<file path="src/common/supply_ctrl_pkg.sv">
// Package: constants, register map and carrier types for the DAC filter
// coefficient and supply-mode detector control block.
// Assumes a 10 MHz register clock and 16-bit signed DAC level samples.
package supply_ctrl_pkg;

   // ==========================================================
   // Timing
   localparam int unsigned CLK_HZ = 10_000_000;
   localparam int unsigned INT_DET_HZ = 2_000_000;
   localparam int unsigned INT_DIV = CLK_HZ / INT_DET_HZ;
   localparam int unsigned MCLK_DIV = 3;
   localparam int unsigned MS_PER_S = 1_000;
   localparam int unsigned INT_TICKS_PER_MS = INT_DET_HZ / MS_PER_S;
   localparam int unsigned MCLK_HZ_DEFAULT = 12_288_000;

   // ==========================================================
   // Register indices; byte address is four times the index
   localparam logic [7:0] IDX_A2_HIGH = 8'h44;
   localparam logic [7:0] IDX_B0_LOW = 8'h45;
   localparam logic [7:0] IDX_B0_HIGH = 8'h46;
   localparam logic [7:0] IDX_B1_LOW = 8'h47;
   localparam logic [7:0] IDX_B1_HIGH = 8'h48;
   localparam logic [7:0] IDX_B2_LOW = 8'h49;
   localparam logic [7:0] IDX_B2_HIGH = 8'h4a;
   localparam logic [7:0] IDX_CTRL = 8'h4b;
   localparam logic [7:0] IDX_STATUS = 8'h60;
   localparam int NUM_REGS = 8;
   localparam int ADDR_W = 12;
   localparam int IDX_LSB = 2;
   localparam int IDX_MSB = 9;

   localparam logic [15:0] REG_RESET = 16'h0000;
   localparam logic [15:0] MASK_LOW = 16'hffff;
   localparam logic [15:0] MASK_UPPER = 16'h0007;
   localparam logic [15:0] MASK_UPPER_EN = 16'h8007;
   localparam logic [15:0] MASK_CTRL = 16'h1fff;

   // ==========================================================
   // Field positions
   localparam int UPPER_LSB = 0;
   localparam int UPPER_W = 3;
   localparam int PATH_EN_BIT = 15;
   localparam int DET_EN_BIT = 0;
   localparam int CHAN_LSB = 1;
   localparam int THR_LSB = 3;
   localparam int HOLD_LSB = 5;
   localparam int CLKSEL_LSB = 11;
   localparam int STAT_MODE_BIT = 0;
   localparam int STAT_RUN_BIT = 1;

   // ==========================================================
   // Thresholds as magnitudes of a 16-bit signed full scale
   localparam logic [15:0] THR_1_16 = 16'h0800;
   localparam logic [15:0] THR_1_8 = 16'h1000;
   localparam logic [15:0] THR_3_16 = 16'h1800;
   localparam logic [15:0] THR_1_4 = 16'h2000;

   localparam logic [1:0] RESP_OKAY = 2'b00;
   localparam logic [1:0] RESP_SLVERR = 2'b10;

   // ==========================================================
   // Types
   typedef enum logic [1:0] {
      SRC_INTERNAL = 2'b00,
      SRC_MCLK_DIV3 = 2'b01,
      SRC_MCLK = 2'b10,
      SRC_OFF = 2'b11
   } det_clk_sel_t;

   typedef struct packed {
      det_clk_sel_t clk_sel;
      logic [5:0] hold_ms;
      logic [1:0] threshold;
      logic [1:0] chan_en;
      logic enable;
   } det_ctrl_t;

   typedef struct packed {
      logic path_en;
      logic [2:0] a2_upper;
      logic [18:0] b0;
      logic [18:0] b1;
      logic [18:0] b2;
   } filter_coef_t;

   typedef struct packed {
      logic [15:0] left;
      logic [15:0] right;
   } dac_level_t;

endpackage

</file>
<file path="src/hw/dac_filter_classg_control.sv">
// DAC filter coefficient and supply-mode detector control, AXI4-Lite slave.
// Assumes a single-outstanding AXI4-Lite master on aclk and synchronous mclk.
//
// Functional notes
// - 19-bit coefficient split low 16, high 3
// - Last high register also holds filter enable
// - Clock select: 2MHz, MCLK/3, MCLK, off
// - Mode drops after hold time, 1ms steps
// - Threshold codes 1/16,1/8,3/16,1/4 full scale
// - Channel enable: bit0 left, bit1 right
// - One enable bit gates mode and hold timer; ms time base runs on
`timescale 1ns/1ns
module dac_filter_classg_control #(
   parameter int unsigned MCLK_TICKS_PER_MS = 12288,
   parameter int unsigned MCLK3_TICKS_PER_MS = 4096
) (
   input wire logic aclk,
   input wire logic aresetn,
   input wire logic [supply_ctrl_pkg::ADDR_W-1:0] s_axi_awaddr,
   input wire logic s_axi_awvalid,
   output logic s_axi_awready,
   input wire logic [31:0] s_axi_wdata,
   input wire logic [3:0] s_axi_wstrb,
   input wire logic s_axi_wvalid,
   output logic s_axi_wready,
   output logic [1:0] s_axi_bresp,
   output logic s_axi_bvalid,
   input wire logic s_axi_bready,
   input wire logic [supply_ctrl_pkg::ADDR_W-1:0] s_axi_araddr,
   input wire logic s_axi_arvalid,
   output logic s_axi_arready,
   output logic [31:0] s_axi_rdata,
   output logic [1:0] s_axi_rresp,
   output logic s_axi_rvalid,
   input wire logic s_axi_rready,
   input wire logic mclk,
   input wire supply_ctrl_pkg::dac_level_t dac_level,
   output supply_ctrl_pkg::filter_coef_t filter_coef,
   output logic supply_mode
);
   import supply_ctrl_pkg::*;

   logic [15:0] regs [NUM_REGS];
   logic aw_held;
   logic w_held;
   logic [7:0] aw_idx;
   logic [15:0] w_data;
   logic [1:0] w_strb;
   logic do_write;
   logic wr_hit;
   logic [2:0] wr_sel;
   logic [7:0] ar_idx;
   logic rd_hit;
   logic [15:0] rd_word;
   det_ctrl_t det_ctrl;
   logic det_tick;
   logic ms_tick;

   // ==========================================================
   // Write channel: address and data taken in either order
   assign s_axi_awready = !aw_held && !s_axi_bvalid;
   assign s_axi_wready = !w_held && !s_axi_bvalid;
   assign do_write = aw_held && w_held && !s_axi_bvalid;

   always_ff @(posedge aclk) begin
      if (!aresetn) begin
         aw_held <= 1'b0;
         aw_idx <= 8'h00;
      end else if (s_axi_awvalid && s_axi_awready) begin
         aw_held <= 1'b1;
         aw_idx <= s_axi_awaddr[IDX_MSB:IDX_LSB];
      end else if (do_write) begin
         aw_held <= 1'b0;
      end
   end

   always_ff @(posedge aclk) begin
      if (!aresetn) begin
         w_held <= 1'b0;
         w_data <= 16'h0000;
         w_strb <= 2'b00;
      end else if (s_axi_wvalid && s_axi_wready) begin
         w_held <= 1'b1;
         w_data <= s_axi_wdata[15:0];
         w_strb <= s_axi_wstrb[1:0];
      end else if (do_write) begin
         w_held <= 1'b0;
      end
   end

   // Status is read-only, so a write to it is refused like a hole
   always_comb begin
      wr_hit = 1'b0;
      wr_sel = 3'h0;
      if (aw_idx >= IDX_A2_HIGH && aw_idx <= IDX_CTRL) begin
         wr_hit = 1'b1;
         wr_sel = 3'(aw_idx - IDX_A2_HIGH);
      end
   end

   always_ff @(posedge aclk) begin
      if (!aresetn) begin
         s_axi_bvalid <= 1'b0;
         s_axi_bresp <= RESP_OKAY;
      end else if (do_write) begin
         s_axi_bvalid <= 1'b1;
         s_axi_bresp <= wr_hit ? RESP_OKAY : RESP_SLVERR;
      end else if (s_axi_bready) begin
         s_axi_bvalid <= 1'b0;
      end
   end

   // ==========================================================
   // Register file; reserved bits are masked so they read as zero
   function automatic logic [15:0] write_mask(input int i);
      logic [15:0] m;
      m = MASK_UPPER;
      if (i == int'(IDX_CTRL - IDX_A2_HIGH)) begin
         m = MASK_CTRL;
      end else if (i == int'(IDX_B2_HIGH - IDX_A2_HIGH)) begin
         m = MASK_UPPER_EN;
      end else if (i % 2 == 1) begin
         m = MASK_LOW;
      end
      return m;
   endfunction

   for (genvar g = 0; g < NUM_REGS; g++) begin : g_reg
      localparam logic [15:0] WR_MASK = write_mask(g);
      always_ff @(posedge aclk) begin
         if (!aresetn) begin
            regs[g] <= REG_RESET;
         end else if (do_write && wr_hit && wr_sel == 3'(g)) begin
            if (w_strb[0]) begin
               regs[g][7:0] <= w_data[7:0] & WR_MASK[7:0];
            end
            if (w_strb[1]) begin
               regs[g][15:8] <= w_data[15:8] & WR_MASK[15:8];
            end
         end
      end
   end

   // ==========================================================
   // Read channel; one answer at a time
   assign s_axi_arready = !s_axi_rvalid;
   assign ar_idx = s_axi_araddr[IDX_MSB:IDX_LSB];

   always_comb begin
      rd_hit = 1'b1;
      rd_word = 16'h0000;
      if (ar_idx >= IDX_A2_HIGH && ar_idx <= IDX_CTRL) begin
         rd_word = regs[3'(ar_idx - IDX_A2_HIGH)];
      end else if (ar_idx == IDX_STATUS) begin
         rd_word[STAT_MODE_BIT] = supply_mode;
         rd_word[STAT_RUN_BIT] = (det_ctrl.clk_sel != SRC_OFF);
      end else begin
         rd_hit = 1'b0;
      end
   end

   always_ff @(posedge aclk) begin
      if (!aresetn) begin
         s_axi_rvalid <= 1'b0;
         s_axi_rdata <= 32'h0000_0000;
         s_axi_rresp <= RESP_OKAY;
      end else if (s_axi_arvalid && s_axi_arready) begin
         s_axi_rvalid <= 1'b1;
         s_axi_rdata <= {16'h0000, rd_word};
         s_axi_rresp <= rd_hit ? RESP_OKAY : RESP_SLVERR;
      end else if (s_axi_rready) begin
         s_axi_rvalid <= 1'b0;
      end
   end

   // ==========================================================
   // Coefficient assembly: low word bits 15:0, high word bits 18:16
   assign filter_coef.a2_upper = regs[0][UPPER_LSB +: UPPER_W];
   assign filter_coef.b0 = {regs[2][UPPER_LSB +: UPPER_W], regs[1]};
   assign filter_coef.b1 = {regs[4][UPPER_LSB +: UPPER_W], regs[3]};
   assign filter_coef.b2 = {regs[6][UPPER_LSB +: UPPER_W], regs[5]};
   assign filter_coef.path_en = regs[6][PATH_EN_BIT];

   // ==========================================================
   // Detector control fields
   assign det_ctrl.enable = regs[7][DET_EN_BIT];
   assign det_ctrl.chan_en = regs[7][CHAN_LSB +: 2];
   assign det_ctrl.threshold = regs[7][THR_LSB +: 2];
   assign det_ctrl.hold_ms = regs[7][HOLD_LSB +: 6];
   assign det_ctrl.clk_sel = det_clk_sel_t'(regs[7][CLKSEL_LSB +: 2]);

   detector_clock_select #(
      .MCLK_TICKS_PER_MS(MCLK_TICKS_PER_MS),
      .MCLK3_TICKS_PER_MS(MCLK3_TICKS_PER_MS)
   ) u_clk_sel (
      .aclk(aclk),
      .aresetn(aresetn),
      .mclk(mclk),
      .clk_sel(det_ctrl.clk_sel),
      .det_tick(det_tick),
      .ms_tick(ms_tick)
   );

   supply_mode_detector u_detector (
      .aclk(aclk),
      .aresetn(aresetn),
      .ctrl(det_ctrl),
      .level(dac_level),
      .ms_tick(ms_tick),
      .supply_mode(supply_mode)
   );
endmodule

</file>
<file path="src/hw/detector_clock_select.sv">
// Detector time base: picks the detector clock source and makes ms ticks.
// Assumes mclk is already synchronous to aclk and at most half its rate.
`timescale 1ns/1ns
module detector_clock_select #(
   parameter int unsigned MCLK_TICKS_PER_MS = 12288,
   parameter int unsigned MCLK3_TICKS_PER_MS = 4096
) (
   input wire logic aclk,
   input wire logic aresetn,
   input wire logic mclk,
   input wire supply_ctrl_pkg::det_clk_sel_t clk_sel,
   output logic det_tick,
   output logic ms_tick
);
   import supply_ctrl_pkg::*;

   logic mclk_q;
   logic mclk_rise;
   logic [2:0] int_cnt;
   logic [1:0] div3_cnt;
   logic [15:0] tick_cnt;
   logic [15:0] ms_limit;

   // ==========================================================
   // Source ticks
   assign mclk_rise = mclk & ~mclk_q;

   always_ff @(posedge aclk) begin
      if (!aresetn) begin
         mclk_q <= 1'b0;
      end else begin
         mclk_q <= mclk;
      end
   end

   always_ff @(posedge aclk) begin
      if (!aresetn || int_cnt == 3'(INT_DIV - 1)) begin
         int_cnt <= 3'h0;
      end else begin
         int_cnt <= int_cnt + 3'h1;
      end
   end

   always_ff @(posedge aclk) begin
      if (!aresetn) begin
         div3_cnt <= 2'h0;
      end else if (mclk_rise) begin
         div3_cnt <= (div3_cnt == 2'(MCLK_DIV - 1)) ? 2'h0 : div3_cnt + 2'h1;
      end
   end

   always_comb begin
      det_tick = 1'b0;
      ms_limit = 16'(INT_TICKS_PER_MS);
      case (clk_sel)
         SRC_INTERNAL: begin
            det_tick = (int_cnt == 3'(INT_DIV - 1));
            ms_limit = 16'(INT_TICKS_PER_MS);
         end
         SRC_MCLK_DIV3: begin
            det_tick = mclk_rise && (div3_cnt == 2'(MCLK_DIV - 1));
            ms_limit = 16'(MCLK3_TICKS_PER_MS);
         end
         SRC_MCLK: begin
            det_tick = mclk_rise;
            ms_limit = 16'(MCLK_TICKS_PER_MS);
         end
         default: begin
            det_tick = 1'b0;
         end
      endcase
   end

   // ==========================================================
   // Millisecond ticks; a stopped source freezes the count
   always_ff @(posedge aclk) begin
      if (!aresetn) begin
         tick_cnt <= 16'h0000;
         ms_tick <= 1'b0;
      end else begin
         ms_tick <= 1'b0;
         if (det_tick) begin
            if (tick_cnt >= ms_limit - 16'h0001) begin
               tick_cnt <= 16'h0000;
               ms_tick <= 1'b1;
            end else begin
               tick_cnt <= tick_cnt + 16'h0001;
            end
         end
      end
   end
endmodule

</file>
<file path="src/hw/supply_mode_detector.sv">
// Supply-mode detector: level compare against threshold with ms hold.
// Assumes ms_tick is a one-cycle pulse once per detector millisecond.
`timescale 1ns/1ns
module supply_mode_detector (
   input wire logic aclk,
   input wire logic aresetn,
   input wire supply_ctrl_pkg::det_ctrl_t ctrl,
   input wire supply_ctrl_pkg::dac_level_t level,
   input wire logic ms_tick,
   output logic supply_mode
);
   import supply_ctrl_pkg::*;

   logic [15:0] mag_left;
   logic [15:0] mag_right;
   logic [15:0] thr;
   logic above;
   logic [5:0] below_ms;

   // ==========================================================
   // Compare; magnitude of the most negative sample is full scale
   assign mag_left = level.left[15] ? (~level.left + 16'h0001) : level.left;
   assign mag_right = level.right[15] ? (~level.right + 16'h0001) : level.right;

   always_comb begin
      case (ctrl.threshold)
         2'b00: thr = THR_1_16;
         2'b01: thr = THR_1_8;
         2'b10: thr = THR_3_16;
         default: thr = THR_1_4;
      endcase
   end

   assign above = (ctrl.chan_en[0] && mag_left > thr)
      || (ctrl.chan_en[1] && mag_right > thr);

   // ==========================================================
   // Hold timer; raise at once, drop after a full quiet hold time
   always_ff @(posedge aclk) begin
      if (!aresetn || !ctrl.enable) begin
         supply_mode <= 1'b0;
         below_ms <= 6'h00;
      end else if (above) begin
         supply_mode <= 1'b1;
         below_ms <= 6'h00;
      end else if (supply_mode) begin
         // First quiet ms may be partial, so a nonzero hold waits for one more tick
         if (below_ms >= ctrl.hold_ms && (ms_tick || ctrl.hold_ms == 6'h00)) begin
            supply_mode <= 1'b0;
            below_ms <= 6'h00;
         end else if (ms_tick) begin
            below_ms <= below_ms + 6'h01;
         end
      end
   end
endmodule

</file>
<file path="config.mk">
export PLATFORM = sky130hd
export DESIGN_NAME = dac_filter_classg_control
export DESIGN_NICKNAME = d
export VERILOG_FILES = /design/src/common/supply_ctrl_pkg.sv /design/src/hw/dac_filter_classg_control.sv /design/src/hw/detector_clock_select.sv /design/src/hw/supply_mode_detector.sv
export SDC_FILE = /design/constraint.sdc
export NUM_CORES = 1
export LEC_CHECK = 0
export ABC_AREA = 1
export BUFFER_PORTS_ARGS = -buffer_cell sky130_fd_sc_hd__buf_2
export CAP_MARGIN = 20
export CORE_MARGIN = 10
export CORE_UTILIZATION = 59
export DETAILED_ROUTE_END_ITERATION = 10
export HOLD_SLACK_MARGIN = 0.05
export PLACE_DENSITY = 0.86
export SLEW_MARGIN = 20
export SYNTH_ARGS = -nofsm -noshare
export SYNTH_HDL_FRONTEND = slang
export SYNTH_HIERARCHICAL = 1
export SYNTH_SLANG_ARGS = --single-unit
</file>
<file path="constraint.sdc">
create_clock -name aclk -period 6.38 [get_ports aclk]
set_clock_uncertainty 0.1 [all_clocks]
set_input_delay 0.319 -clock aclk [delete_from_list [all_inputs] [get_ports aclk]]
set_output_delay 0.319 -clock aclk [all_outputs]
set_load 0.01 [all_outputs]
</file>
==> flow_metrics.tcl, run 1 <==
set metrics [dict create \
    status "completed" \
    synthDistinctLibCells 47 \
    rrSetupSlack_ns 4.03 \
    hold_path.class "in -> reg" \
    port_buffers 158 \
    gr-usage-all-layers 0.232 \
    ir_drop_mv 0.213 \
    rows 44 \
    synth_common_cells "nand2_1 (248), nor2_1 (190), inv_1 (140)" \
    yosys_warnings 6 \
    syn2layout_area_growth_pct 15.3 \
    viasPerCell 5.44 \
    cap_violations 0 \
    firstDrtPassIters 5 \
    setup_tns_ns 0 \
    synth_xor_area_frac 0.0108 \
    final_nets 1433 \
    path_depth 17 \
    worst-r2r-cell-count 13 \
    drtIter0Drc 652 \
    cts_root_buffer "clkbuf_16" \
    cp-end-kind "flip-flop" \
    clk_path_buf_depth 2 \
    path_clk_slew_ns 0.06 \
    finalHoldViolations 0 \
    grt_overflow 0 \
    total_power_w 0.00237 \
    power_density_nw_per_um2 231 \
    slowest_delay_ns 0.38 \
    placed_cell_area_um2 9650 \
    drc 0 \
    cts-buffers-inserted 17 \
    tightest_slew_ns 0.979 \
    grt_pass1_vias 7857 \
    synth_mux_area_frac 0 \
    synth_seq_cells 152 \
    fin_ws_ns 3.83 \
    startpoint "dac_level[19]" \
    start_util 0.608 \
    syn-cell-area_um2 8910 \
    gp_routability_congestion 0.890 \
    crit_arrival_ns 2.81 \
    stdcell_count 1501 \
    critPathBufInv 2 \
    power_leakage_nw 4.78 \
    synth.most_common_cell "nand2_1" \
    r2r-start "regs[7][11]" \
    finalWirelength_mm 24.0 \
    worstSkewPairLatency_ns 0.43 \
    p_int_w 0.00169 \
    finalSetupViolations 0 \
    ys_top_cells_by_area "edfxtp_1 (25%), dfxtp_1 (18%), nand2_1 (10%), nor2_1 (8.0%), inv_1 (5.9%)" \
    synth_compound_area_frac 0.0816 \
    critPathTopFamily "simple AND/OR/NAND/NOR gates" \
    vias 8169 \
    synth_area_leader_cell "edfxtp_1" \
    worst_ep_required_time_ns 6.64 \
    cts_num_sinks 152 \
    synth-edff-count 74 \
    cts_tree "done" \
    antenna_cells 0 \
    r2r-end "u_clk_sel/tick_cnt[14]" \
    synth_top_family_by_area "simple AND/OR/NAND/NOR gates" \
    final_area_um2 10300 \
    dp_hpwl_mm 17.9 \
    ios 203 \
    ys.flop_type "dfxtp_1" \
    clkPwrFrac 0.416 \
    fillers 1139 \
    cpMaxStageDelayCell "o31ai_1" \
    cts_resized 0 \
    syn_avg_cell_area_um2 7.69 \
    cts_hold_buffers 4 \
    netSwitchingFraction 0.285 \
    drive_above_1_share 0.203 \
    antenna_found_initial 0 \
    synthAdderAreaFrac 0.0407 \
    placedCellCount 1465 \
    crit_path_start_kind "input pin" \
    grt_pass1_wl_mm 38.3 \
    max_freq_mhz 392 \
    synth_simple_gate_area_share 0.337 \
    seqPwrFrac 0.460 \
    synth_cells 1158 \
    synth_top_area_frac 0.249 \
    power_frac_comb 0.124 \
    crit_path_end "u_detector/below_ms[0]" \
    path_max_fanout 6 \
    drv_slew 0 \
    wl_per_cell_um 16.0 \
    path_class "in -> reg" \
    period_share 0.400 \
    synthArstFlopShare 0 \
    postRouteAntennaNets 0 \
    relSlewSlack 0.346 \
    rsz0062_at_grt "no" \
    period_needed_ns 2.55 \
    coreArea_um2 14600 \
    ctsHtreeMaxLevel 4 \
    fp.dieH_um 143 \
    dieArea_um2 20400 \
    grt_max_degree 46 \
    die_x_um 143 \
    yosysSeqAreaShare 0.425 \
    postCtsSetupRepairBufs 0 \
    crit_path_cell_trace "buf_2 > nor2_1 > nand3_1 > o31ai_1 > o21ai_0 > xor2_1 > ha_1 > nand2_1 > nor2_1 > nand2_1 > inv_1 > nand3_1 > nor2_1 > nand4_1 > nand2_1 > nand3_2 > nor2_1" \
    crit_top_cell "nor2_1" \
    place_ws_ns 3.43 \
    p_sw_w 0.000676 \
]
worst min-delay path by stage:
stage | start | endpoint | slack [ns] | depth (start not counted)
4_1_cts | s_axi_wvalid | w_data[15] | 0.05 | 3
3_3_place_gp | u_clk_sel/int_cnt[0] | u_clk_sel/int_cnt[0] | 0.33 | 1
2_1_floorplan | mclk | u_clk_sel/mclk_q | 0.32 | 2
3_5_place_dp | u_clk_sel/int_cnt[0] | u_clk_sel/int_cnt[0] | 0.33 | 1
6_report | s_axi_wvalid | w_data[15] | 0.06 | 3
5_1_grt | s_axi_bready | s_axi_bvalid | 0.08 | 4
area by class of cell:
type | instances | area, um^2 | share of cell area
inverters | 152 | 576 | 0.0560
clock buffers | 18 | 450 | 0.0439
flip-flops and latches | 152 | 3780 | 0.368
well taps | 184 | 230 | 0.0224
multi-input cells | 818 | 4260 | 0.415
repair buffers | 163 | 838 | 0.0816
clock inverters | 14 | 134 | 0.0130
layout by cell type, fill, tap and decap left out, types with 18 or more instances in the layout:
master	instances
edfxtp_1	74
dfxtp_1	78
conb_1	18
o21ai_0	68
a21oi_1	53
ha_1	29
inv_1	140
buf_2	158
clkbuf_16	18
nand3_1	92
nand2_1	248
nor2_1	190
through the flow:
| step | utilization | hold slack [ns] |
|---|---|---|
| after floorplan | - | 0.317 |
| after global placement | 0.659 | 0.331 |
| after detailed placement | 0.659 | 0.335 |
| after CTS | 0.701 | 0.0503 |
| after global routing | 0.701 | 0.0798 |
| final | 0.701 | 0.0598 |
power groups by stage:
stage	combinational [W]	sequential [W]	clock, W
after floorplan	0.000200	0.00111	0
after global placement	0.000278	0.00111	0
after detailed placement	0.000287	0.00111	0
after CTS	0.000291	0.00109	0.000994
after global routing	0.000330	0.00109	0.00103
final	0.000294	0.00109	0.000984
cell families (layout without fill, tap and decap cells):
logic type      after synthesis  count (layout)
other cells                   1              18
flops                       152             152
buf+inv                     205             347
compound gates              138             138
fa+ha+maj                    29              29
simple gates                622             622
xor+xnor                     11              11
worst reg2reg max path, cell delays in order (launching register included):
cell      delay (ns)
edfxtp_1        0.47
inv_1           0.13
ha_1            0.35
inv_1           0.13
ha_1            0.26
nand2_1         0.06
nand2_1         0.04
nand2_1         0.05
nand2_1         0.06
nand3_1         0.08
nand2_2         0.06
nand2_4         0.18
nand2_1         0.15
a21oi_1         0.15
state kept, by name, indices dropped and copies added (netlist names):
register,cells
u_detector/supply_mode,1
s_axi_rvalid,1
u_clk_sel/tick_cnt,16
s_axi_bvalid,1
s_axi_rresp,1
u_clk_sel/mclk_q,1
s_axi_rdata,16
w_data,16
u_detector/below_ms,6
s_axi_bresp,1
w_strb,2
regs,74
w_held,1
u_clk_sel/div3_cnt,2
u_clk_sel/ms_tick,1
aw_idx,8
aw_held,1
u_clk_sel/int_cnt,3
layer usage:
metal,vias to the layer above,global-route usage,part of all wire
met5,-,0,0
met4,0,0.0879,0.031
met1,3733,0.269,0.39
met2,375,0.398,0.49
met3,61,0.0663,0.090
li1,4000,-,-
No activity file was read; power rests on OpenSTA's default activity.
==> run 2, diff against run 1 <==
--- a/config.mk
+++ b/config.mk
@@ -9,10 +9,10 @@
 export BUFFER_PORTS_ARGS = -buffer_cell sky130_fd_sc_hd__buf_2
 export CAP_MARGIN = 20
 export CORE_MARGIN = 10
-export CORE_UTILIZATION = 59
+export CORE_UTILIZATION = 55
 export DETAILED_ROUTE_END_ITERATION = 10
 export HOLD_SLACK_MARGIN = 0.05
-export PLACE_DENSITY = 0.86
+export PLACE_DENSITY = 0.81
 export SLEW_MARGIN = 20
 export SYNTH_ARGS = -nofsm -noshare
 export SYNTH_HDL_FRONTEND = slang
==> constraint.sdc (replaced) <==
create_clock -name aclk -period 2.57 [get_ports aclk]
set_clock_uncertainty 0.1 [all_clocks]
set_input_delay 0.1285 -clock aclk [delete_from_list [all_inputs] [get_ports aclk]]
set_output_delay 0.1285 -clock aclk [all_outputs]
set_load 0.01 [all_outputs]
==> flow_metrics.tcl, run 2 (same netlist as run 1, synthesis figures left out) <==
set metrics [dict create \
    status "completed" \
    grt_pass1_vias 7832 \
    rows 46 \
    syn2layout_area_growth_pct 20.1 \
    cts-buffers-inserted 17 \
    cts_num_sinks 152 \
    layout_common_cells "nand2_1 (248), nor2_1 (190), buf_2 (158), inv_1 (140), nand3_1 (92)" \
    crit_arrival_ns 2.52 \
    viasPerCell 5.15 \
    setup_tns_ns 0 \
    rsz0062_at_grt "no" \
    cp-end-kind "flip-flop" \
    hold_path.class "in -> reg" \
    firstDrtPassIters 5 \
    power_frac_comb 0.130 \
    layout_commonest_cell "nand2_1" \
    crit_path_cell_trace "inv_1 > ha_1 > inv_1 > ha_1 > nand2_1 > nand2_1 > nand2_1 > nand2_1 > nand3_1 > nand2_2 > nand2_4 > nand2_1 > a21oi_1" \
    netSwitchingFraction 0.283 \
    finalSetupViolations 0 \
    worst_ep_required_time_ns 2.83 \
    finalWirelength_mm 23.9 \
    grt_max_degree 30 \
    relSlewSlack 0.417 \
    largest_reg_flops 74 \
    period_needed_ns 2.25 \
    p_int_w 0.00428 \
    path_max_fanout 13 \
    finalHoldViolations 0 \
    ir_drop_mv 0.462 \
    crit_top_cell "nand2_1" \
    critPathBufInv 2 \
    drv_slew 0 \
    postRouteAntennaNets 0 \
    final_util 0.673 \
    power_leakage_nw 4.97 \
    placedCellCount 1509 \
    die_x_um 147 \
    path_class "reg -> reg" \
    slowest_delay_ns 0.44 \
    drive_above_1_share 0.206 \
    drc 0 \
    gr-usage-all-layers 0.216 \
    fin_hold_ws_ns 0.0855 \
    top_register "regs" \
    cts_root_buffer "clkbuf_16" \
    crit_path_start_kind "flip-flop" \
    grt_overflow 0 \
    cpMaxStageDelayCell "edfxtp_1" \
    critPathTopFamily "simple AND/OR/NAND/NOR gates" \
    tightest_slew_ns 0.873 \
    fp.dieH_um 147 \
    cap_violations 0 \
    worstSkewPairLatency_ns 0.43 \
    start_util 0.561 \
    fillers 1296 \
    clk_path_buf_depth 2 \
    wl_per_cell_um 15.2 \
    stdcell_count 1575 \
    cts_tree "done" \
    ctsHtreeMaxLevel 4 \
    vias 8117 \
    postCtsSetupRepairBufs 0 \
    power_density_nw_per_um2 558 \
    period_share 0.876 \
    p_sw_w 0.00169 \
    dp_hpwl_mm 17.9 \
    final_nets 1475 \
    seqPwrFrac 0.453 \
    grt_pass1_wl_mm 38.4 \
    antenna_found_initial 0 \
    drtIter0Drc 601 \
    final_area_um2 10700 \
    dieArea_um2 21700 \
    path_clk_slew_ns 0.07 \
    max_freq_mhz 444 \
    clkPwrFrac 0.417 \
    placed_cell_area_um2 9780 \
    port_buffers 158 \
    gp_routability_congestion 0.895 \
    ios 203 \
    coreArea_um2 15900 \
    antenna_cells 0 \
]
-- run 2: layer usage --
metal / wire (um) / GRT usage / vias up
met5: 0 / 0 / -
met4: 592 / 0.0793 / 0
met3: 1730 / 0.0630 / 44
met2: 11700 / 0.370 / 280
met1: 9860 / 0.249 / 3721
li1: - / - / 4072
-- run 2: power by group through the flow --
stage          Sequential, W  Combinational (W)  Clock, W
5_1_grt              0.00271           0.000871   0.00260
3_3_place_gp         0.00275           0.000707         0
3_5_place_dp         0.00275           0.000726         0
6_report             0.00270           0.000776   0.00249
4_1_cts              0.00270           0.000770   0.00251
2_1_floorplan        0.00275           0.000496         0
-- run 2: layout make-up --
type / instances / area [um^2] / area share
multi-input cells: 818 / 4260 / 0.398
flip-flops and latches: 152 / 3780 / 0.354
clock buffers: 17 / 425 / 0.0398
repair buffers: 205 / 1230 / 0.115
inverters: 152 / 576 / 0.0538
clock inverters: 15 / 156 / 0.0146
well taps: 216 / 270 / 0.0253
-- run 2: tightest hold or removal path, cell delays in order --
cell and delay (ns):
buf_2 0.11, inv_2 0.10, nand2_1 0.08, nand2_1 0.04
nand2_1 0.05, a21oi_1 0.05
-- run 2: path summary, 6_finish.rpt --
check | startpoint | slack, ns | end | cells past startpoint
min | s_axi_araddr[4] | 0.09 | s_axi_rdata[3] | 6
max reg2reg | regs[7][11] | 0.32 | u_clk_sel/tick_cnt[0] | 13
max | regs[7][11] | 0.32 | u_clk_sel/tick_cnt[0] | 13
min reg2reg | u_clk_sel/tick_cnt[15] | 0.34 | u_clk_sel/tick_cnt[15] | 2
-- run 2: timing repair --
action,4_1_cts,5_1_grt
hold endpoints to repair,36,0
resized for setup,0,0
hold buffers,34,0
-- run 2: metrics by stage --
step	power, W	setup slack (ns)
6_report	0.00597	0.319
5_1_grt	0.00618	0.173
4_1_cts	0.00598	0.322
3_5_place_dp	0.00348	0.0214
3_3_place_gp	0.00346	0.138
2_1_floorplan	0.00325	0.325
==> run 3, diff against run 2 <==
--- a/config.mk
+++ b/config.mk
@@ -6,13 +6,13 @@
 export NUM_CORES = 1
 export LEC_CHECK = 0
 export ABC_AREA = 1
-export BUFFER_PORTS_ARGS = -buffer_cell sky130_fd_sc_hd__buf_2
 export CAP_MARGIN = 20
 export CORE_MARGIN = 10
-export CORE_UTILIZATION = 55
+export CORE_UTILIZATION = 60
 export DETAILED_ROUTE_END_ITERATION = 10
+export DONT_BUFFER_PORTS = 1
 export HOLD_SLACK_MARGIN = 0.05
-export PLACE_DENSITY = 0.81
+export PLACE_DENSITY = 0.76
 export SLEW_MARGIN = 20
 export SYNTH_ARGS = -nofsm -noshare
 export SYNTH_HDL_FRONTEND = slang
==> flow_metrics.tcl, run 3 (same netlist as run 1, synthesis figures left out) <==
set metrics [dict create \
    path_max_fanout 23 \
    drtIter0Drc 584 \
    multi_input_area_um2 4260 \
    firstDrtPassIters 6 \
    cp-end-kind "flip-flop" \
    start_util 0.613 \
    ctsHtreeMaxLevel 4 \
    max_freq_mhz 426 \
    port_buffers 0 \
    slowest_delay_ns 0.56 \
    grt_max_degree 67 \
    place_ws_ns 0.115 \
    wl_per_cell_um 16.6 \
    gr-usage-all-layers 0.224 \
    fillers 1228 \
    syn2layout_area_growth_pct 11.6 \
    dp_hpwl_mm 16.8 \
    antenna_cells 0 \
    grt_pass1_vias 7088 \
    setup_tns_ns 0 \
    ff_latch_area_um2 3780 \
    tightest_slew_ns 1.02 \
    drc 0 \
    largest_reg_flops 74 \
    layout_common_cells "nand2_1 (248), nor2_1 (190), inv_1 (140), nand3_1 (92), dfxtp_1 (78)" \
    r2r-start "s_axi_bvalid" \
    path_class "reg -> reg" \
    finalWirelength_mm 23.1 \
    rrSetupSlack_ns 0.22 \
    path_depth 6 \
    power_density_nw_per_um2 570 \
    layout_commonest_cell "nand2_1" \
    postCtsSetupRepairBufs 0 \
    r2r-end "w_data[15]" \
    die_x_um 142 \
    postRouteAntennaNets 0 \
    worst_ep_required_time_ns 2.79 \
    rsz0062_at_grt "no" \
    fp.dieH_um 142 \
    crit_top_cell "nor2_1" \
    cts-buffers-inserted 17 \
    finalSetupViolations 0 \
    crit_arrival_ns 2.56 \
    drive_above_1_share 0.0976 \
    clk_path_buf_depth 2 \
    rows 44 \
    power_leakage_nw 4.32 \
    cts_tree "done" \
    grt_pass1_wl_mm 36.3 \
    cpMaxStageDelayCell "dlygate4sd3_1" \
    critPathTopFamily "buffers and inverters" \
    coreArea_um2 14500 \
    final_nets 1325 \
    crit_path_start_kind "flip-flop" \
    top_register "regs" \
    hold_path.class "in -> reg" \
    startpoint "s_axi_bvalid" \
    gp_routability_congestion 0.905 \
    dieArea_um2 20100 \
    grt_overflow 0 \
    cts_root_buffer "clkbuf_16" \
    worst-r2r-cell-count 6 \
    critPathBufInv 2 \
    drv_slew 0 \
    finalHoldViolations 0 \
    cap_violations 0 \
    relSlewSlack 0.318 \
    worstSkewPairLatency_ns 0.43 \
    ir_drop_mv 0.445 \
    ios 203 \
    path_clk_slew_ns 0.07 \
    vias 7525 \
    fin_ws_ns 0.221 \
    crit_path_cell_trace "nor2_1 > nand2_1 > buf_4 > o21ai_0 > nor2_1 > dlygate4sd3_1" \
    period_share 0.914 \
    antenna_found_initial 0 \
    viasPerCell 5.40 \
    period_needed_ns 2.35 \
    crit_path_end "w_data[15]" \
    cts_num_sinks 152 \
    status "completed" \
]
[run 3: per-layer routing]
layer  GRT usage  up-vias  part of all wire
li1            -     3772                 -
met1       0.253     3458              0.39
met2       0.382      260              0.49
met3      0.0804       35              0.10
met4      0.0796        0             0.022
met5           0        -                 0
[run 3: final cells by class]
type                            count  share of cell area
Clock buffer                       17              0.0428
Clock inverter                     15              0.0122
Inverter                          152              0.0579
Multi-Input combinational cell    818               0.428
Sequential cell                   152               0.380
Tap cell                          184              0.0231
Timing Repair Buffer               55              0.0556
[run 3: worst min-delay path by stage]
stage / startpoint / end / slack, ns / cells after the start
after floorplan: mclk / u_clk_sel/mclk_q / 0.13 / 2
after global placement: mclk / u_clk_sel/mclk_q / 0.13 / 2
after detailed placement: mclk / u_clk_sel/mclk_q / 0.14 / 2
after CTS: s_axi_wvalid / w_data[2] / 0.05 / 2
after global routing: aresetn / regs[7][5] / 0.09 / 1
final: aresetn / regs[1][13] / 0.05 / 1
[run 3: report_power, final]
| part | switching [W] | internal, W | total [W] |
|---|---|---|---|
| registers | 0.000104 | 0.00263 | 0.00274 |
| clock network | 0.00105 | 0.00125 | 0.00230 |
| logic | 0.000419 | 0.000221 | 0.000640 |
| total | 0.00157 | 0.00411 | 0.00567 |
[run 3: per-stage QoR]
stage,hold WS [ns],utilization,power [W],cells,area (um^2)
after global routing,0.0897,0.684,0.00586,1393,9950
after floorplan,0.126,-,0.00325,1175,8970
after global placement,0.130,0.613,0.00331,1314,8910
after CTS,0.0514,0.684,0.00568,1393,9940
final,0.0512,0.684,0.00567,1393,9950
after detailed placement,0.137,0.613,0.00332,1314,8910
[run 3: timing repair]
item                                    CTS  global route
endpoints found under the hold margin   169             0
resized for setup                         0             2
hold buffers                             47             0
endpoints found under the setup margin    0            17
